## config.mk

```make
export PLATFORM = sky130hd
export DESIGN_NAME = ssp_sram_pins
export DESIGN_NICKNAME = d
export VERILOG_FILES = /design/src/ssp_pkg.sv /design/src/ssp_sram_pins.sv /design/src/ssp_burst_ctr.sv
export SDC_FILE = /design/constraint.sdc
export NUM_CORES = 2
export LEC_CHECK = 0
export BUFFER_PORTS_ARGS = -buffer_cell sky130_fd_sc_hd__clkbuf_2
export CORE_UTILIZATION = 40
export DETAILED_ROUTE_END_ITERATION = 8
export GPL_ROUTABILITY_DRIVEN = 0
export PLACE_DENSITY = 0.64
export SLEW_MARGIN = 40
export SYNTH_ARGS = -nofsm -noshare
export SYNTH_HDL_FRONTEND = slang
export SYNTH_SLANG_ARGS = --single-unit
```

## constraint.sdc

```tcl
create_clock -name i_clock -period 84.6 [get_ports i_clock]
set_clock_uncertainty 0.05 [all_clocks]
set_input_delay 21.15 -clock i_clock [delete_from_list [all_inputs] [get_ports i_clock]]
set_output_delay 21.15 -clock i_clock [all_outputs]
set_load 0.05 [all_outputs]
```

## src/ssp_pkg.sv

```systemverilog
// constants shared by the synchronous memory pin interface
// assumes one clock; all control pins are launched on that clock by the controller
package ssp_pkg;
    localparam int             CLK_PERIOD_NS  = 20;
    localparam int             ADDR_W_DEF     = 20;
    localparam int             MEM_AW_DEF     = 6;
    localparam int             LANES          = 4;
    localparam int             BYTE_W         = 8;
    localparam int             LANE_W         = BYTE_W + 1;
    localparam int             DATA_W         = LANES * BYTE_W;
    localparam int             BURST_W        = 2;
    localparam logic           MODE_INTERLEAVE = 1'b1;
    localparam logic [1:0]     STRAP_SETTLE   = 2'h3;
    localparam logic [BURST_W-1:0] BURST_START = 2'h0;
    localparam logic [BURST_W-1:0] BURST_STEP  = 2'h1;
endpackage : ssp_pkg

```

## src/ssp_sram_pins.sv

```systemverilog
// pipelined synchronous memory behind its pins, with flip-flop storage
// assumes the controller drives all synchronous pins from i_clock
//
// Function
// - the address on the address pins is captured at the rising edge and picks one location.
// - the four active-low lane selects each govern one data byte and its parity bit.
// - a lane is written only when its lane select and write enable are both active.
// - write enable is sampled only on qualified edges and must be low to start a write.
// - advance/load high on a qualified edge steps the burst counter.
// - advance/load low on a qualified edge loads a fresh address for a new access.
// - an edge counts, and inputs other than the burst order strap are captured, only while clock enable is low.
// - three chip enables, first and third low-active, second high-active, are sampled.
// - output enable acts without the clock and lets read data drive the pins when low.
// - with output enable high the data and parity pins are undriven inputs.
// - pins stay undriven in a write data phase, the first clock out of deselect and deselect.
// - clock enable high holds every state except the strap flops and settle count, stretching the previous cycle.
// - the burst order strap picks interleaved when high and linear when low.
module ssp_sram_pins
    import ssp_pkg::*;
#(
    parameter int ADDR_W = ADDR_W_DEF,
    parameter int MEM_AW = MEM_AW_DEF
) (
    input  wire logic              i_clock,
    input  wire logic              i_rst,
    input  wire logic [ADDR_W-1:0] i_addr,
    input  wire logic [LANES-1:0]  i_byte_lane_write_sel_n,
    input  wire logic              i_write_en_n,
    input  wire logic              i_advance_or_load,
    input  wire logic              i_clock_qualify_n,
    input  wire logic              i_select_low_first_n,
    input  wire logic              i_select_high_second,
    input  wire logic              i_select_low_third_n,
    input  wire logic              i_out_en_n,
    input  wire logic              i_burst_mode_strap,
    input  wire logic [DATA_W-1:0] i_dq,
    input  wire logic [LANES-1:0]  i_parity_pins,
    output logic      [DATA_W-1:0] o_dq,
    output logic      [LANES-1:0]  o_parity_pins,
    output logic                   o_dq_oe_n
);
    localparam int DEPTH = 1 << MEM_AW;

    // the burst step keeps address bits above the burst field, so at least one must exist
    if (MEM_AW <= BURST_W || MEM_AW > ADDR_W || MEM_AW > 12) begin : g_bad_mem_aw
        $error("ssp_sram_pins: MEM_AW out of range");
    end

    ////////////////////////////////////////////////////////////////////////////////
    typedef struct packed {
        logic [1:0]                          mode_sync;
        logic [1:0]                          mode_cnt;
        logic                                mode;
        logic                                desel;
        logic                                burst_v;
        logic                                burst_wr;
        logic [BURST_W-1:0]                  base_lsb;
        logic [BURST_W-1:0]                  cnt;
        logic                                st1_v;
        logic                                st1_wr;
        logic [MEM_AW-1:0]                   st1_a;
        logic [LANES-1:0]                    st1_bw;
        logic                                st2_v;
        logic                                st2_wr;
        logic [MEM_AW-1:0]                   st2_a;
        logic [LANES-1:0]                    st2_bw;
        logic                                drive;
        logic [LANES*LANE_W-1:0]             out_d;
        logic [DEPTH-1:0][LANES*LANE_W-1:0]  mem;
    } ssp_state_t;

    localparam ssp_state_t RESET_STATE = '{desel: 1'b1, default: '0};

    ssp_state_t         state_reg;
    ssp_state_t         state_next;
    logic               selected;
    logic [BURST_W-1:0] beat_next;
    logic [BURST_W-1:0] burst_lsb;

    // lane word: parity bit above its byte
    function automatic logic [LANE_W-1:0] lane_in(input logic [DATA_W-1:0] dq,
                                                   input logic [LANES-1:0]  par,
                                                   input int                l);
        lane_in = {par[l], dq[l*BYTE_W +: BYTE_W]};
    endfunction : lane_in

    assign selected  = !i_select_low_first_n && i_select_high_second
                       && !i_select_low_third_n;
    assign beat_next = BURST_W'(state_reg.cnt + BURST_STEP);

    ssp_burst_ctr u_burst (
        .i_base_lsb   (state_reg.base_lsb),
        .i_beat       (beat_next),
        .i_interleave (state_reg.mode),
        .o_lsb        (burst_lsb)
    );

    ////////////////////////////////////////////////////////////////////////////////
    always_comb begin
        state_next = state_reg;
        // strap: two flops, tracked until settled, then frozen
        state_next.mode_sync = {state_reg.mode_sync[0], i_burst_mode_strap};
        if (state_reg.mode_cnt != STRAP_SETTLE) begin
            state_next.mode_cnt = 2'(state_reg.mode_cnt + 2'h1);
            state_next.mode     = state_reg.mode_sync[1];
        end
        if (!i_clock_qualify_n) begin
            // data phase of a write: capture enabled lanes
            if (state_reg.st2_v && state_reg.st2_wr) begin
                for (int l = 0; l < LANES; l++) begin
                    if (state_reg.st2_bw[l]) begin
                        state_next.mem[state_reg.st2_a][l*LANE_W +: LANE_W] =
                            lane_in(i_dq, i_parity_pins, l);
                    end
                end
            end
            state_next.st2_v  = state_reg.st1_v;
            state_next.st2_wr = state_reg.st1_wr;
            state_next.st2_a  = state_reg.st1_a;
            state_next.st2_bw = state_reg.st1_bw;
            state_next.out_d  = state_reg.mem[state_reg.st1_a];
            state_next.st1_bw = ~i_byte_lane_write_sel_n & {LANES{~i_write_en_n}};
            if (!i_advance_or_load) begin
                if (selected) begin
                    state_next.st1_v    = 1'b1;
                    state_next.st1_wr   = !i_write_en_n;
                    state_next.st1_a    = i_addr[MEM_AW-1:0];
                    state_next.base_lsb = i_addr[BURST_W-1:0];
                    state_next.cnt      = BURST_START;
                    state_next.burst_v  = 1'b1;
                    state_next.burst_wr = !i_write_en_n;
                    state_next.desel    = 1'b0;
                end else begin
                    state_next.st1_v   = 1'b0;
                    state_next.burst_v = 1'b0;
                    state_next.desel   = 1'b1;
                end
            end else begin
                state_next.st1_v  = state_reg.burst_v;
                state_next.st1_wr = state_reg.burst_wr;
                state_next.cnt    = beat_next;
                state_next.st1_a  = {state_reg.st1_a[MEM_AW-1:BURST_W], burst_lsb};
            end
            // no drive while deselected, on emerging, or for a write beat
            state_next.drive = state_reg.st1_v && !state_reg.st1_wr
                               && !state_next.desel && !state_reg.desel;
        end
    end

    always_ff @(posedge i_clock or posedge i_rst) begin
        if (i_rst) begin
            state_reg <= RESET_STATE;
        end else begin
            state_reg <= state_next;
        end
    end

    ////////////////////////////////////////////////////////////////////////////////
    // outputs
    always_comb begin
        for (int l = 0; l < LANES; l++) begin
            o_dq[l*BYTE_W +: BYTE_W] = state_reg.out_d[l*LANE_W +: BYTE_W];
            o_parity_pins[l]         = state_reg.out_d[l*LANE_W + BYTE_W];
        end
    end

    // output enable pin acts without the clock
    assign o_dq_oe_n = !state_reg.drive || i_out_en_n;
endmodule : ssp_sram_pins

```

## src/ssp_burst_ctr.sv

```systemverilog
// burst sequence: low address bits for a given beat
// assumes base comes from a register of the caller and beat is the caller's counter register plus one
module ssp_burst_ctr
    import ssp_pkg::*;
(
    input  wire logic [BURST_W-1:0] i_base_lsb,
    input  wire logic [BURST_W-1:0] i_beat,
    input  wire logic               i_interleave,
    output logic      [BURST_W-1:0] o_lsb
);
    // interleaved xors the beat, linear adds it with wrap
    always_comb begin
        if (i_interleave == MODE_INTERLEAVE) begin
            o_lsb = i_base_lsb ^ i_beat;
        end else begin
            o_lsb = BURST_W'(i_base_lsb + i_beat);
        end
    end
endmodule : ssp_burst_ctr

```

==> results_dict.tcl <==
set metrics [dict create \
    routed-via-count 61000 \
    grtUsageMet1_pct 30.1 \
    dieWidth_um 521 \
    drcViolationCount 0 \
    ys_ff_latch 2377 \
    r2r_start "state_reg[2357]$_DFFE_PP0P_" \
    cts_tree "built" \
    die_y_um 521 \
    hold_path_depth 0 \
    busiest_layer "met2" \
    dr.pass1.iters 5 \
    crit_required_ps 63400 \
    crit_buf_inv 2 \
    wl_um 296000 \
    num_io_pins 107 \
    vias_per_cell 5.77 \
    synth_largest_area_cell "dfrtp_1" \
    largest_reg_flops 2340 \
    synth_edf_count 0 \
    r2r_cells 9 \
    final-max-slew-violation-count 0 \
    synth_nets 6958 \
    hold-path-endpoint "state_reg[2376]$_DFF_PP0_" \
    cts_max_path_buffers 4 \
    drt_iter0_markers 4736 \
    r2r_slack_ps 78640 \
    std_cell_rows 190 \
    critPathMostFrequentCell "clkbuf_2" \
    synthTopCellsByCount "mux2_2 (2555), dfrtp_1 (2376), mux4_2 (527), clkbuf_1 (346), nand2_1 (182)" \
    ctsResizeCount 0 \
    gr-total-overflow 0 \
    fin_crit_ps 42790 \
    synth.yosys.warnings 0 \
    syn_area_per_cell_um2 15.6 \
    cap_violations 0 \
    met2_usage_pct 34.4 \
    status "finished, final reports clean" \
    finalSetupViolCount 0 \
    syn_inst 6886 \
    fin_crit_sh_pct 50.6 \
    fmax_mhz 23.4 \
    r2r_end "o_dq[31]$_DFFE_PP0N_" \
    clk_latency_ps 950 \
    hold_violations 0 \
    drive_gt1_share_pct 56.2 \
    grt_pass1_vias 64900 \
    synth_top_area_share_pct 55.2 \
    track_usage_pct 22.0 \
    rsz0062_at_grt "no" \
    initial_core_util_pct 40.2 \
    syn_area_um2 108000 \
    max_stage_delay_ps 240 \
    cp.arrival_ps 21590 \
    antenna_found_initial 8 \
    grtUsageMet3_pct 4.61 \
    synth_most_common_cell "mux2_2" \
    cp_top_family "buffers and inverters" \
    antenna_left 0 \
    ys_types 46 \
    fin_area_um2 120000 \
    ys_async_sr_fraction_pct 100 \
    vdd_drop_max_mv 0.0250 \
    worstHoldStart "state_next[2376]$_DFF_PP0_" \
    placed_area_um2 112000 \
    synthTopCellsByArea "dfrtp_1 (55%), mux2_2 (27%), mux4_2 (11%)" \
    grt_pass1_wl_um 444000 \
    cts.sinks 2377 \
    avgRoutedWirePerCell_um 28.0 \
    area_delta_synth_final_pct 11.8 \
    cts.root.buffer_cell "clkbuf_16" \
    ys_seq_area_share_pct 55.3 \
    htree_num_levels 5 \
    slew_headroom_pct 35.6 \
    hold_class "flip-flop to flip-flop" \
    holdBufCountCts 0 \
    worst_pin_slew_ps 966 \
    power_density_nw_per_um2 21.9 \
    criticalPathCategory "primary input to output pin" \
    grt_max_degree 165 \
    cp_slowest_cell "clkbuf_2" \
    layout.nets 6916 \
    endpoint_kind "output pin" \
    clk_pin_slew_ps 60 \
    hpwl_um 187000 \
    numCtsBuffers 276 \
    postCtsSetupBuffers 0 \
    dieArea_um2 271000 \
    fin_setup_tns_ps 0 \
    portBuffers 92 \
    ys.flop_type "dfrtp_1" \
    coreArea_um2 268000 \
    path_cells "clkbuf_2 -> nand2b_1 -> clkbuf_2" \
    leakage_uw 0.0573 \
    cp_max_fo 1 \
    worstSetupStartpointType "primary input" \
]
[worst reg2reg max path: stages, from the launching register on]
cell and delay (ps):
dfrtp_4 770, buf_4 710, buf_4 690, buf_4 740
buf_4 740, mux4_2 600, a22o_1 260, a221o_1 370
o31ai_1 750, nand3_1 140
[layer usage]
layer	up-vias	wire length, um
met5	-	43
met4	6	11600
met3	514	18100
met2	1585	138000
met1	33400	128000
li1	25500	-
[stage by stage]
step                total power [uW]  worst slack (ps)  std cells  hold slack (ps)  util [%]
detailed placement              1530             41810      10100              286      41.7
global route                    2730             41780      10600              324      44.9
CTS                             2660             41810      10600              309      44.9
global placement                1530             41790      10100              299      41.5
floorplan                       1420             30360       6886              281         -
finish                          2640             41810      10600              302      44.9
[worst max-delay path by stage]
stage / depth (start not counted) / endpoint / from
after floorplan: 1 / o_dq[0]$_DFFE_PP0N_ / i_rst
after global placement: 3 / o_dq_oe_n / i_out_en_n
after detailed placement: 3 / o_dq_oe_n / i_out_en_n
after CTS: 3 / o_dq_oe_n / i_out_en_n
after global routing: 3 / o_dq_oe_n / i_out_en_n
final: 3 / o_dq_oe_n / i_out_en_n
[cell families (layout without fill, tap and decap cells)]
group	count (synthesis)	after routing	synth area share [%]
and+or+nand+nor	558	558	2.58
AOI/OAI and AO/OA	303	303	2.02
buffers and inverters	548	676	2.21
DFF	2377	2377	55.3
adders and majority gates	2	2	0.0232
xor gates and xnor gates	4	4	0.0325
muxes	3094	3094	37.9
other	0	11	0
[cell type report]
type	instances	area [um^2]
Timing Repair Buffer	224	1860
Fill cell	23400	147000
Tap cell	3552	4440
Multi-Input combinational cell	3961	46000
Antenna cell	11	27.5
Clock inverter	44	399
Sequential cell	2377	59500
Clock buffer	404	8020
Inverter	4	18.8
[report_power, final]
part	total (uW)	switching [uW]	internal, uW
clock	1130	458	668
combinational	340	235	105
sequential	1170	21.9	1150
total	2640	715	1920
[cell usage in the layout (no fill, tap or decap), types with 31 or more instances in the layout]
cell       Yosys  layout
mux4_2       527     527
mux2_2      2555    2555
nand3_1       33      33
nor3_1        63      63
dfrtp_1     2376    2371
o22ai_1      120     120
nand2_2        0      31
clkbuf_8       0      55
clkbuf_16      0     281
buf_4         45      81
a22oi_1       51      51
buf_6          7      32
clkbuf_1     346      70
nor2_2       152     188
clkbuf_2       2      88
nand2_1      182     151
Note: power is estimated with default switching activity, not from simulation.
